$ cat src/shared/core_io_pkg.sv
// Constants shared by the core I/O register bank and its counter16 unit
package core_io_pkg;
    // ------------------------------------------------------------------
    // Register indices (byte address is four times the index)
    // ------------------------------------------------------------------
    localparam logic [5:0] IDX_ALU_COND = 6'h00;
    localparam logic [5:0] IDX_STACK_INDEX = 6'h02;
    localparam logic [5:0] IDX_CLOCK_SELECT = 6'h03;
    localparam logic [5:0] IDX_IRQ_MASK = 6'h04;
    localparam logic [5:0] IDX_IRQ_PENDING = 6'h05;
    localparam logic [5:0] IDX_COUNTER16_CFG = 6'h06;
    localparam logic [5:0] IDX_BANDGAP_PD = 6'h0A;

    // ------------------------------------------------------------------
    // Field positions
    // ------------------------------------------------------------------
    localparam int ALU_Z_BIT = 0;
    localparam int ALU_C_BIT = 1;
    localparam int ALU_AC_BIT = 2;
    localparam int ALU_OV_BIT = 3;
    localparam logic [3:0] ALU_RSVD_READ = 4'hF;
    localparam int CS_PIN5_BIT = 0;
    localparam int CS_WDT_BIT = 1;
    localparam int CS_SLOW_BIT = 2;
    localparam int CS_TYPE_BIT = 3;
    localparam int CS_FAST_BIT = 4;
    localparam int CS_SEL_LSB = 5;
    localparam int IRQ_PIN0_BIT = 0;
    localparam int IRQ_CNT16_BIT = 2;
    localparam int IRQ_CMP_BIT = 4;
    localparam int IRQ_AUX_BIT = 6;
    localparam logic [7:0] IRQ_IMPL_MASK = 8'h55;
    localparam int C16_SEL_LSB = 0;
    localparam int C16_DIV_LSB = 3;
    localparam int C16_SRC_LSB = 5;
    localparam int BG_PD_BIT = 0;

    // ------------------------------------------------------------------
    // Reset values
    // ------------------------------------------------------------------
    localparam logic [7:0] CLOCK_SELECT_RST = 8'hF6;
    localparam logic [7:0] STACK_INDEX_RST = 8'h00;
    localparam logic [7:0] IRQ_MASK_RST = 8'h00;
    localparam logic [7:0] COUNTER16_CFG_RST = 8'h00;
    localparam logic [3:0] ALU_COND_RST = 4'h0;

    // ------------------------------------------------------------------
    // Counter16 clock sources
    // ------------------------------------------------------------------
    typedef enum logic [2:0] {
        C16_OFF = 3'h0,
        C16_SYSCLK = 3'h1,
        C16_PIN4_FALL = 3'h3,
        C16_FAST_OSC = 3'h4,
        C16_SLOW_OSC = 3'h6,
        C16_PIN0_FALL = 3'h7
    } c16_src_t;

    // Event bit of counter16 is bit 8 plus the select code
    localparam int C16_EVT_BASE = 8;

    // Last prescaler count for divide by 1, 4, 16, 64
    function automatic logic [5:0] presc_last(input logic [1:0] code);
        presc_last = 6'(({6'h00, 1'b1} << {code, 1'b0}) - 7'h01);
    endfunction
endpackage

$ cat src/rtl/counter16_unit.sv
// Counter16: source select, prescaler and bit-change event
`timescale 1ns/1ps
module counter16_unit #(
    parameter int WIDTH = 16
) (
    input wire logic i_ref_clk,
    input wire logic i_rst_n,
    input wire logic [2:0] i_src,
    input wire logic [1:0] i_div,
    input wire logic [2:0] i_bit_sel,
    input wire logic i_fast_tick,
    input wire logic i_slow_tick,
    input wire logic i_pin4_fall,
    input wire logic i_pin0_fall,
    output logic [WIDTH-1:0] o_count,
    output logic o_event
);
    logic src_tick;
    logic [5:0] presc_q;
    logic presc_done;
    logic sel_bit;
    logic sel_prev_q;

    // ------------------------------------------------------------------
    // Source and prescaler
    // ------------------------------------------------------------------
    // Source select by code
    always_comb begin
        case (i_src)
            core_io_pkg::C16_SYSCLK: src_tick = 1'b1;
            core_io_pkg::C16_PIN4_FALL: src_tick = i_pin4_fall;
            core_io_pkg::C16_FAST_OSC: src_tick = i_fast_tick;
            core_io_pkg::C16_SLOW_OSC: src_tick = i_slow_tick;
            core_io_pkg::C16_PIN0_FALL: src_tick = i_pin0_fall;
            default: src_tick = 1'b0; // Off and reserved codes
        endcase
    end

    assign presc_done = (presc_q >= core_io_pkg::presc_last(i_div));

    // Prescaler divides the selected source
    always_ff @(posedge i_ref_clk or negedge i_rst_n) begin
        if (!i_rst_n) begin
            presc_q <= 6'h00;
        end else if (src_tick) begin
            presc_q <= presc_done ? 6'h00 : presc_q + 6'h01;
        end
    end

    // Counter advances once per prescaler period
    always_ff @(posedge i_ref_clk or negedge i_rst_n) begin
        if (!i_rst_n) begin
            o_count <= '0;
        end else if (src_tick && presc_done) begin
            o_count <= o_count + 1'b1;
        end
    end

    // ------------------------------------------------------------------
    // Bit-change event
    // ------------------------------------------------------------------
    assign sel_bit = o_count[core_io_pkg::C16_EVT_BASE + int'(i_bit_sel)];

    // Event on any change of the selected bit
    always_ff @(posedge i_ref_clk or negedge i_rst_n) begin
        if (!i_rst_n) begin
            sel_prev_q <= 1'b0;
            o_event <= 1'b0;
        end else begin
            sel_prev_q <= sel_bit;
            o_event <= (sel_bit != sel_prev_q);
        end
    end
endmodule

$ cat src/rtl/core_io_control_registers.sv
// Core I/O register bank: flags, stack, clock, interrupts, counter16
`timescale 1ns/1ps
module core_io_control_registers #(
    parameter int COUNTER_WIDTH = 16
) (
    input wire logic i_ref_clk,
    input wire logic i_rst_n,
    input wire logic i_wb_cyc,
    input wire logic i_wb_stb,
    input wire logic i_wb_we,
    input wire logic [7:0] i_wb_adr,
    input wire logic [3:0] i_wb_sel,
    input wire logic [31:0] i_wb_dat,
    output logic [31:0] o_wb_dat,
    output logic o_wb_ack,
    input wire logic [3:0] i_alu_upd,
    input wire logic [3:0] i_alu_flags,
    input wire logic i_aux_timer_evt,
    input wire logic i_comparator_evt,
    input wire logic i_port_pin0,
    input wire logic i_port_pin4,
    input wire logic i_fast_rc_osc,
    input wire logic i_slow_rc_osc,
    output logic [3:0] o_alu_flags,
    output logic [7:0] o_stack_index,
    output logic o_fast_osc_en,
    output logic o_slow_osc_en,
    output logic o_wdt_en,
    output logic o_ext_reset_sel,
    output logic o_sysclk_slow,
    output logic [2:0] o_sysclk_div_log2,
    output logic o_sysclk_reserved,
    output logic [7:0] o_irq_mask,
    output logic [7:0] o_irq_pending,
    output logic o_bandgap_pd,
    output logic [COUNTER_WIDTH-1:0] o_counter16
);

    logic [3:0] alu_q;
    logic [3:0] alu_d;
    logic [7:0] stack_q;
    logic [7:0] clk_sel_q;
    logic [7:0] mask_q;
    logic [7:0] pend_q;
    logic [7:0] pend_d;
    logic [7:0] c16_cfg_q;
    logic bg_pd_q;
    logic ack_q;
    logic [31:0] rdat_q;
    logic [5:0] idx;
    logic req;
    logic wr_take;
    logic [7:0] wdat;
    logic [7:0] rd_byte;
    logic [7:0] evt;
    logic [4:0] clk_dec;
    logic c16_evt;
    logic [COUNTER_WIDTH-1:0] c16_count;
    logic [3:0] sync1_q;
    logic [3:0] sync2_q;
    logic [3:0] sync3_q;
    logic pin0_fall;
    logic pin4_fall;
    logic pin0_edge;
    logic fast_tick;
    logic slow_tick;

    // ------------------------------------------------------------------
    // Wishbone slave
    // ------------------------------------------------------------------
    assign idx = i_wb_adr[7:2];
    assign req = i_wb_cyc && i_wb_stb;
    assign wr_take = req && ack_q && i_wb_we && i_wb_sel[0];
    assign wdat = i_wb_dat[7:0];

    // Ack one cycle after request, dropped the cycle after
    always_ff @(posedge i_ref_clk or negedge i_rst_n) begin
        if (!i_rst_n) begin
            ack_q <= 1'b0;
        end else begin
            ack_q <= req && !ack_q;
        end
    end

    // Read mux; unmapped and write-only return zero
    always_comb begin
        case (idx)
            core_io_pkg::IDX_ALU_COND:
                rd_byte = {core_io_pkg::ALU_RSVD_READ, alu_q};
            core_io_pkg::IDX_STACK_INDEX: rd_byte = stack_q;
            core_io_pkg::IDX_CLOCK_SELECT: rd_byte = clk_sel_q;
            core_io_pkg::IDX_IRQ_MASK: rd_byte = mask_q;
            core_io_pkg::IDX_IRQ_PENDING: rd_byte = pend_q;
            core_io_pkg::IDX_COUNTER16_CFG: rd_byte = c16_cfg_q;
            default: rd_byte = 8'h00; // Bandgap reg reads zero
        endcase
    end

    // Read data captured with the ack
    always_ff @(posedge i_ref_clk or negedge i_rst_n) begin
        if (!i_rst_n) begin
            rdat_q <= 32'h0000_0000;
        end else if (req && !ack_q) begin
            rdat_q <= {24'h00_0000, rd_byte};
        end else begin
            rdat_q <= 32'h0000_0000;
        end
    end

    assign o_wb_ack = ack_q;
    assign o_wb_dat = rdat_q;
    // ------------------------------------------------------------------
    // Arithmetic status flags
    // ------------------------------------------------------------------
    // ALU update per flag wins over a software write
    always_comb begin
        alu_d = alu_q;
        if (wr_take && idx == core_io_pkg::IDX_ALU_COND) begin
            alu_d = wdat[3:0];
        end
        for (int i = 0; i < 4; i++) begin
            if (i_alu_upd[i]) begin
                alu_d[i] = i_alu_flags[i];
            end
        end
    end

    // Flag storage
    always_ff @(posedge i_ref_clk or negedge i_rst_n) begin
        if (!i_rst_n) begin
            alu_q <= core_io_pkg::ALU_COND_RST;
        end else begin
            alu_q <= alu_d;
        end
    end

    assign o_alu_flags = alu_q;
    // ------------------------------------------------------------------
    // Stack index, clock select, mask, counter16 config, bandgap
    // ------------------------------------------------------------------
    // Register storage; mask keeps implemented bits only, bandgap bit is write-only
    always_ff @(posedge i_ref_clk or negedge i_rst_n) begin
        if (!i_rst_n) begin
            stack_q <= core_io_pkg::STACK_INDEX_RST;
            clk_sel_q <= core_io_pkg::CLOCK_SELECT_RST;
            mask_q <= core_io_pkg::IRQ_MASK_RST;
            c16_cfg_q <= core_io_pkg::COUNTER16_CFG_RST;
            bg_pd_q <= 1'b0;
        end else if (wr_take) begin
            case (idx)
                core_io_pkg::IDX_STACK_INDEX: stack_q <= wdat;
                core_io_pkg::IDX_CLOCK_SELECT: clk_sel_q <= wdat;
                core_io_pkg::IDX_IRQ_MASK:
                    mask_q <= wdat & core_io_pkg::IRQ_IMPL_MASK;
                core_io_pkg::IDX_COUNTER16_CFG: c16_cfg_q <= wdat;
                core_io_pkg::IDX_BANDGAP_PD:
                    bg_pd_q <= wdat[core_io_pkg::BG_PD_BIT];
                default: ;
            endcase
        end
    end

    assign o_stack_index = stack_q;
    assign o_irq_mask = mask_q;
    // ------------------------------------------------------------------
    // System clock decode
    // ------------------------------------------------------------------
    // Returns {reserved, slow, log2 divider}
    function automatic logic [4:0] sysclk_decode(input logic type1,
                                                 input logic [2:0] code);
        logic [4:0] r;
        r = {1'b1, 1'b0, 3'h0};
        if (!type1) begin
            case (code)
                3'h0: r = {1'b0, 1'b0, 3'h2};
                3'h1: r = {1'b0, 1'b0, 3'h1};
                3'h6: r = {1'b0, 1'b1, 3'h2};
                3'h7: r = {1'b0, 1'b1, 3'h0};
                default: r = {1'b1, 1'b0, 3'h0};
            endcase
        end else begin
            case (code)
                3'h0: r = {1'b0, 1'b0, 3'h4};
                3'h1: r = {1'b0, 1'b0, 3'h3};
                3'h2: r = {1'b0, 1'b1, 3'h4};
                3'h3: r = {1'b0, 1'b0, 3'h5};
                3'h4: r = {1'b0, 1'b0, 3'h6};
                default: r = {1'b1, 1'b0, 3'h0};
            endcase
        end
        return r;
    endfunction

    assign clk_dec = sysclk_decode(clk_sel_q[core_io_pkg::CS_TYPE_BIT],
        clk_sel_q[core_io_pkg::CS_SEL_LSB +: 3]);
    // Registered control outputs
    always_ff @(posedge i_ref_clk or negedge i_rst_n) begin
        if (!i_rst_n) begin
            o_fast_osc_en <= 1'b1;
            o_slow_osc_en <= 1'b1;
            o_wdt_en <= 1'b1;
            o_ext_reset_sel <= 1'b0;
            o_sysclk_slow <= 1'b1;
            o_sysclk_div_log2 <= 3'h0;
            o_sysclk_reserved <= 1'b0;
            o_bandgap_pd <= 1'b0;
        end else begin
            o_fast_osc_en <= clk_sel_q[core_io_pkg::CS_FAST_BIT]
                && !bg_pd_q;
            o_slow_osc_en <= clk_sel_q[core_io_pkg::CS_SLOW_BIT];
            o_wdt_en <= clk_sel_q[core_io_pkg::CS_WDT_BIT]
                && clk_sel_q[core_io_pkg::CS_SLOW_BIT];
            o_ext_reset_sel <= clk_sel_q[core_io_pkg::CS_PIN5_BIT];
            o_sysclk_slow <= clk_dec[3];
            o_sysclk_div_log2 <= clk_dec[2:0];
            o_sysclk_reserved <= clk_dec[4];
            o_bandgap_pd <= bg_pd_q;
        end
    end

    // ------------------------------------------------------------------
    // Pin and oscillator synchronisers
    // ------------------------------------------------------------------
    // Two-flop sync, third stage for edge detection
    always_ff @(posedge i_ref_clk or negedge i_rst_n) begin
        if (!i_rst_n) begin
            sync1_q <= 4'h0;
            sync2_q <= 4'h0;
            sync3_q <= 4'h0;
        end else begin
            sync1_q <= {i_slow_rc_osc, i_fast_rc_osc, i_port_pin4,
                        i_port_pin0};
            sync2_q <= sync1_q;
            sync3_q <= sync2_q;
        end
    end

    assign pin0_fall = sync3_q[0] && !sync2_q[0];
    assign pin0_edge = sync3_q[0] != sync2_q[0];
    assign pin4_fall = sync3_q[1] && !sync2_q[1];
    assign fast_tick = sync2_q[2] && !sync3_q[2] && o_fast_osc_en;
    assign slow_tick = sync2_q[3] && !sync3_q[3] && o_slow_osc_en;

    // ------------------------------------------------------------------
    // Counter16
    // ------------------------------------------------------------------
    counter16_unit #(
        .WIDTH(COUNTER_WIDTH)
    ) u_counter16 (
        .i_ref_clk(i_ref_clk),
        .i_rst_n(i_rst_n),
        .i_src(c16_cfg_q[core_io_pkg::C16_SRC_LSB +: 3]),
        .i_div(c16_cfg_q[core_io_pkg::C16_DIV_LSB +: 2]),
        .i_bit_sel(c16_cfg_q[core_io_pkg::C16_SEL_LSB +: 3]),
        .i_fast_tick(fast_tick),
        .i_slow_tick(slow_tick),
        .i_pin4_fall(pin4_fall),
        .i_pin0_fall(pin0_fall),
        .o_count(c16_count),
        .o_event(c16_evt)
    );

    assign o_counter16 = c16_count;
    // ------------------------------------------------------------------
    // Interrupt requests
    // ------------------------------------------------------------------
    // Event vector in request bit positions
    always_comb begin
        evt = 8'h00;
        evt[core_io_pkg::IRQ_AUX_BIT] = i_aux_timer_evt;
        evt[core_io_pkg::IRQ_CMP_BIT] = i_comparator_evt;
        evt[core_io_pkg::IRQ_CNT16_BIT] = c16_evt;
        evt[core_io_pkg::IRQ_PIN0_BIT] = pin0_edge;
    end

    // Software write first, then events OR in so set wins
    always_comb begin
        pend_d = pend_q;
        if (wr_take && idx == core_io_pkg::IDX_IRQ_PENDING) begin
            pend_d = wdat & core_io_pkg::IRQ_IMPL_MASK;
        end
        pend_d = pend_d | evt;
    end

    // Request storage
    always_ff @(posedge i_ref_clk or negedge i_rst_n) begin
        if (!i_rst_n) begin
            pend_q <= 8'h00;
        end else begin
            pend_q <= pend_d;
        end
    end

    assign o_irq_pending = pend_q;
endmodule

$ cat config.mk
export PLATFORM = sky130hd
export DESIGN_NAME = core_io_control_registers
export DESIGN_NICKNAME = d
export VERILOG_FILES = /design/src/shared/core_io_pkg.sv /design/src/rtl/counter16_unit.sv /design/src/rtl/core_io_control_registers.sv
export SDC_FILE = /design/constraint.sdc
export NUM_CORES = 1
export LEC_CHECK = 0
export ABC_CLOCK_PERIOD_IN_PS = 3000
export BUFFER_PORTS_ARGS = -buffer_cell sky130_fd_sc_hd__buf_2
export CELL_PAD_IN_SITES_DETAIL_PLACEMENT = 1
export CELL_PAD_IN_SITES_GLOBAL_PLACEMENT = 1
export CORE_ASPECT_RATIO = 1.2
export CORE_UTILIZATION = 39
export DETAILED_ROUTE_END_ITERATION = 12
export GPL_TIMING_DRIVEN = 0
export PLACE_DENSITY_LB_ADDON = 0.1
export SLEW_MARGIN = 5
export SYNTH_ARGS = -nofsm -noshare
export SYNTH_HDL_FRONTEND = slang
export SYNTH_SLANG_ARGS = --single-unit
$ cat constraint.sdc
create_clock -name i_ref_clk -period 3 [get_ports i_ref_clk]
set_input_delay 0.45 -clock i_ref_clk [delete_from_list [all_inputs] [get_ports i_ref_clk]]
set_output_delay 0.45 -clock i_ref_clk [all_outputs]
set_load 0.05 [all_outputs]
## Word level (Yosys, flattened, before mapping)

Index checks and enable logic that the tools add are counted.

| operators by class | value |
|---|---|
| add/subtract/negate cells | 4 |
| $lt $le $gt $ge | 2 |
| equality and inequality tests | 19 |
| reduce and logical (&&, ||, !) cells | 33 |
| shifts and indexed selects | 1 |
| bitwise gates (word level) | 1 |
| muxes and demuxes | 16 |

Operators by type and width:

| cell | count |
|---|---|
| 8-bit one-hot mux with 6 select lines | 1 |
| 32-bit by 6-bit < comparator with 1-bit output, second input constant | 1 |
| 5-bit one-hot mux with 5 select lines | 1 |
| 5-bit one-hot mux with 4 select lines | 1 |
| 3-bit equality test, second input constant | 6 |
| 6-bit by 3-bit equality test with 1-bit output, second input constant | 3 |
| 16-bit by 1-bit adder with 16-bit output, second input constant | 1 |
| 1-bit logical AND | 16 |
| 8-bit 2-to-1 mux | 2 |
| 6-bit by 2-bit equality test with 1-bit output, second input constant | 2 |
| 2-bit AND reduction | 5 |
| 3-bit by 2-bit equality test with 1-bit output, second input constant | 3 |
| 8-bit by 7-bit bitwise OR with 8-bit output | 1 |
| 2-bit nonzero test | 4 |
| 6-bit by 1-bit adder with 6-bit output, second input constant | 1 |
| 3-bit by 1-bit equality test with 1-bit output, second input constant | 2 |
| 6-bit by 4-bit equality test with 1-bit output, second input constant | 1 |
| 6-bit >= comparator | 1 |
| 1-bit logical NOT | 6 |
| 6-bit logical NOT | 1 |
| 1-bit 2-to-1 mux | 6 |
| 6-bit 2-to-1 mux | 1 |
| 1-bit by 3-bit << shifter with 6-bit output, first input constant | 1 |
| 6-bit by 1-bit subtractor with 6-bit output, second input constant | 1 |
| 7 further kinds | 8 |

| word-level totals | value |
|---|---|
| output and inout port bits | 87 |
| register bits | 120 |
| input port bits | 63 |
| word-level logic and storage cells | 103 |

## Logic depth before layout (Yosys ltp)

| logic depth | value |
|---|---|
| depth in word-level cells | 7 |
| mapped depth | 9 |
| gate-level depth less buffers | 8 |

## Cells and area by module

A second synthesis with hierarchy kept.

| second synthesis, totals | value |
|---|---|
| cell total of the unflattened synthesis | 372 |
| area, all modules | 4493.1 µm² |

By module, submodules not included:

| module | instances | area each (µm²) | cells each | seq. area each (µm²) |
|---|---|---|---|---|
| core_io_control_registers | 1 | 3086.7 | 251 | 1714.1 |
| counter16_unit | 1 | 1406.3 | 121 | 600.6 |

## Least setup slack after synthesis

OpenSTA, ideal clock, no wires.

| timing path | value |
|---|---|
| path type | register to register |
| from | register c16_cfg_q[4] |
| to | register u_counter16.o_count[1] |
| clock period less this slack | 2.376 ns |
| arrival time | 2.248 ns |
| path buffers | 1 |
| data required time | 2.872 ns |
| library setup time | 0.128 ns |
| stages on the path, launching flop included | 9 |
| path slack | 0.624 ns |
| path through | dfrtp_1 or2_2 ha_1 ha_1 nand4_1 o221a_2 buf_2 nor2_1 mux2_1 |

| on the way | value |
|---|---|
| longest elaborated chain between the ends | 4 |

Ends and longest elaborated chain:

| item | RTL line | source |
|---|---|---|
| from (decl) | core_io_control_registers.sv:46 | `logic [7:0] c16_cfg_q;` |
| from (signal assigned) | core_io_control_registers.sv:147 | `c16_cfg_q <= core_io_pkg::COUNTER16_CFG_RST;` |
| from (signal assigned) | core_io_control_registers.sv:155 | `core_io_pkg::IDX_COUNTER16_CFG: c16_cfg_q <= wdat;` |
| 1-bit by 3-bit << shifter with 6-bit output | core_io_pkg.sv:64 | `presc_last = 6'(({6'h00, 1'b1} << {code, 1'b0}) - 7'h01);` |
| 6-bit by 1-bit subtractor with 6-bit output | core_io_pkg.sv:64 |  |
| 6-bit >= comparator | counter16_unit.sv:39 | `assign presc_done = (presc_q >= core_io_pkg::presc_last(i_div));` |
| 1-bit logical AND | counter16_unit.sv:54 | `end else if (src_tick && presc_done) begin` |
| to (signal assigned) | counter16_unit.sv:55 | `o_count <= o_count + 1'b1;` |
| to (decl) | counter16_unit.sv:15 | `output logic [WIDTH-1:0] o_count,` |

Every way passes these cells.
A chain may end at the register's enable or synchronous reset.

## Final worst setup path

| timing path | value |
|---|---|
| from | register c16_cfg_q[3] |
| to | register u_counter16.o_count[1] |

Same word-level chain as after synthesis.

==> reports/results.tsv <==
metric	value	unit
final_min_period_over_clock_period	87.5	%
period_minus_slack	2.62	ns
post_synth_inst_count	385	
setup_crit_path_kind	flip-flop to flip-flop	
power.share.switching	26.0	%
h-tree-depth	3	
worst_setup_path_start_kind	flip-flop	
status	complete, no violations	
route.detailed.vias_per_inst	4.96	
core-area	11100	sq um
diode_insertion_count_for_antenna_repair	0	
post_cts.resized_instances	0	
io-pin-count	150	
postCtsSetupBuffers	0	
worst_path_max_stage_delay	0.46	ns
critical_path_buf_inv_count	1	
power.density	502	nW/um^2
fp.dieArea	12000	sq um
type_of_destination_of_the_critical_path	flip-flop	
insertion_delay	0.34	ns
share_seq_of_total_power	45.4	%
fmax	381	MHz
vias	3339	
routed_wire_length_per_instance	16.6	microns
synth_area_leaders	sky130_fd_sc_hd__dfrtp_1 (45%), sky130_fd_sc_hd__mux2_1 (7.7%), sky130_fd_sc_hd__dfstp_2 (5.8%), sky130_fd_sc_hd__buf_4 (5.3%), sky130_fd_sc_hd__xor2_1 (3.1%)	
vdd_drop_max	0.235	mV
globalRouteTotalUtil	20.0	%
synth_top_flop_cell	sky130_fd_sc_hd__dfrtp_1	
p_comb_share	10.9	%
synth.cell_area	4510	sq um
netlist_top_cells_count	sky130_fd_sc_hd__dfrtp_1 (82), sky130_fd_sc_hd__buf_4 (32), sky130_fd_sc_hd__mux2_1 (31), sky130_fd_sc_hd__nand2_1 (25), sky130_fd_sc_hd__nor2_1 (23)	
power_switching	731	uW
cellInternalPower	2.08	mW
maxCapViolations	0	
setup_viol	0	
drt_first_iter_violations	106	
netlist.area_leader.share	45.5	%
synthesis.area_per_instance	11.7	sq um
cts_buffer_depth	2	
hold_class	primary input to async pin	
cell_with_the_largest_stage_delay_on_the_worst_path	sky130_fd_sc_hd__dfrtp_1	
tns	0	ns
ys_seq_elements	92	
synth_sequential_area_ratio	51.3	%
finalWirelength	11.2	mm
final_core_utilization	50.3	%
fill_cell_total_of_the_finished_layout	1285	
port_buffers	86	
clock_tree.root_cell	sky130_fd_sc_hd__clkbuf_16	
grt_max_degree	71	
nets	587	
maxSlewHeadroom	55.5	%
critical_path_arrival	2.85	ns
numCtsBuffers	9	
effective_utilization_at_floorplan	40.5	%
yosys.cell_count.top_type	sky130_fd_sc_hd__dfrtp_1	
yosysUniqueCellTypes	50	
number_of_synthesized_flops_with_an_enable_pin	0	
p_leak	2.88	nW
cp_common_cell	sky130_fd_sc_hd__ha_1	
area_delta_synth_final	24.2	%
worstPathCellList	or2_2, ha_1, ha_1, nand4_1, o221a_2, buf_2, nor2_1, mux2_1	
fp.dieH	120	microns
initial_antenna_violation_count	0	
path_clk_slew	0.07	ns
worst_path_dominant_cell_family	simple AND/OR/NAND/NOR gates	
setup.reg_to_reg.worst_slack	0.38	ns
routabilityCongestion	0.785	
clock_sinks	92	
asyncSetResetFlopFracSynth	100	%
std_cell_rows	42	
power.share.clock	43.7	%
clock_tree_from_tritoncts	yes	
clock_skew	0.00696	ns
grt_pass1_vias	3522	
cts_hold_buffers	0	
drt_drc_violations_left	0	
final_antenna_net_count	0	
global_route_wire_length_before_repair	18.2	mm
cp.required	3.23	ns
ys_warn_count	0	
rsz_0062_raised_after_global_routing	no	
die_x	100	microns
grt_remaining_overflow	0	
worst-path-max-fanout	10	
dpl.hpwl	8.34	mm
tightest_slew	0.662	ns
post-synth-top-area-cell	sky130_fd_sc_hd__dfrtp_1	
drt_pass1_iterations	4	
drive_gt1_share	34.7	%
final_max_slew_violation_count	0	
hold_viol	0	
power groups by stage:
stage	sequential [mW]	combinational, mW	clock, mW
2_1_floorplan	1.34	0.180	0
3_5_place_dp	1.30	0.308	0
6_report	1.28	0.307	1.23
3_3_place_gp	1.30	0.299	0
4_1_cts	1.28	0.310	1.26
5_1_grt	1.28	0.330	1.31
path summary, 6_finish.rpt:
kind                                                 endpoint  cells past startpoint                     start
max                        u_counter16.o_count[1]$_DFFE_PN0P_                      8  c16_cfg_q[3]$_DFFE_PN0P_
max reg2reg                u_counter16.o_count[1]$_DFFE_PN0P_                      8  c16_cfg_q[3]$_DFFE_PN0P_
min reg2reg                              sync2_q[2]$_DFF_PN0_                      0      sync1_q[2]$_DFF_PN0_
max in group asynchronous            clk_sel_q[7]$_DFFE_PN1P_                      2                   i_rst_n
min in group i_ref_clk                   sync1_q[1]$_DFF_PN0_                      1               i_port_pin4
min                                o_alu_flags[3]$_DFFE_PN0P_                      1                   i_rst_n
registers in the layout, summed over array words and instances, names as in the netlist, 6 cells and up:
signal	cells
u_counter16.o_count	16
o_wb_dat	8
clk_sel_q	8
u_counter16.presc_q	6
c16_cfg_q	8
o_stack_index	8
final cells by class:
| class | instances | area [sq um] | share of cell area (%) |
|---|---|---|---|
| tap | 154 | 193 | 3.44 |
| sequential | 92 | 2310 | 41.3 |
| clock buffer | 9 | 225 | 4.02 |
| timing repair buffer | 87 | 460 | 8.22 |
| clock inverter | 7 | 97.6 | 1.74 |
| buffer | 43 | 289 | 5.16 |
| inverter | 8 | 30.0 | 0.536 |
| multi-input combinational | 273 | 1990 | 35.6 |
per-layer routing:
metal | global-route usage [%] | vias up | part of all wire (%)
met2 | 35.4 | 85 | 53
met3 | 4.60 | 19 | 4.6
met5 | 0 | - | 0
li1 | - | 1566 | -
met4 | 6.97 | 0 | 1.7
met1 | 23.5 | 1669 | 40
logic make-up after synthesis:
logic type      Yosys count  share of synthesized area [%]
fa+ha+maj                10                           2.77
xor+xnor                 16                           3.11
buf+inv                  51                           7.07
flops                    92                           51.3
mux                      48                           12.3
other cells               1                         0.0831
compound gates           43                           6.93
simple gates            124                           16.4
per-stage QoR:
| step | std cells | hold slack [ns] | area, sq um | setup WS [ns] | power, mW |
|---|---|---|---|---|---|
| CTS | 673 | 0.0134 | 5600 | 0.335 | 2.85 |
| global route | 673 | 0.0307 | 5600 | 0.279 | 2.92 |
| floorplan | 416 | 0.154 | 4630 | 0.624 | 1.52 |
| detailed placement | 657 | 0.336 | 5280 | 0.372 | 1.61 |
| finish | 673 | 0.00564 | 5600 | 0.375 | 2.81 |
| global placement | 656 | 0.335 | 5250 | 0.429 | 1.60 |
placed cells by master, fill, tap and decap left out, types with 7 or more instances in the layout:
master / netlist / routed
sky130_fd_sc_hd__a21oi_1: 11 / 11
sky130_fd_sc_hd__and3_1: 7 / 7
sky130_fd_sc_hd__buf_2: 6 / 91
sky130_fd_sc_hd__buf_4: 32 / 33
sky130_fd_sc_hd__clkbuf_16: 0 / 9
sky130_fd_sc_hd__conb_1: 1 / 32
sky130_fd_sc_hd__dfrtp_1: 82 / 82
sky130_fd_sc_hd__dfstp_2: 10 / 10
sky130_fd_sc_hd__ha_1: 10 / 10
sky130_fd_sc_hd__inv_1: 8 / 8
sky130_fd_sc_hd__mux2_1: 31 / 31
sky130_fd_sc_hd__mux2_2: 8 / 8
sky130_fd_sc_hd__mux2i_1: 7 / 7
sky130_fd_sc_hd__nand2_1: 25 / 25
sky130_fd_sc_hd__nand2b_1: 7 / 7
sky130_fd_sc_hd__nand3_1: 11 / 11
sky130_fd_sc_hd__nor2_1: 23 / 23
sky130_fd_sc_hd__nor2b_1: 13 / 13
sky130_fd_sc_hd__nor3_1: 9 / 9
sky130_fd_sc_hd__nor4_2: 8 / 8
sky130_fd_sc_hd__xor2_1: 16 / 16
worst register-to-register path, stage by stage (launching register included):
cell and delay [ns]:
sky130_fd_sc_hd__dfrtp_1 0.46, sky130_fd_sc_hd__or2_2 0.35, sky130_fd_sc_hd__ha_1 0.28, sky130_fd_sc_hd__ha_1 0.27, sky130_fd_sc_hd__nand4_1 0.09, sky130_fd_sc_hd__o221a_2 0.30, sky130_fd_sc_hd__buf_2 0.21, sky130_fd_sc_hd__nor2_1 0.21
sky130_fd_sc_hd__mux2_1 0.34
Power figures use the tool's default switching activity.
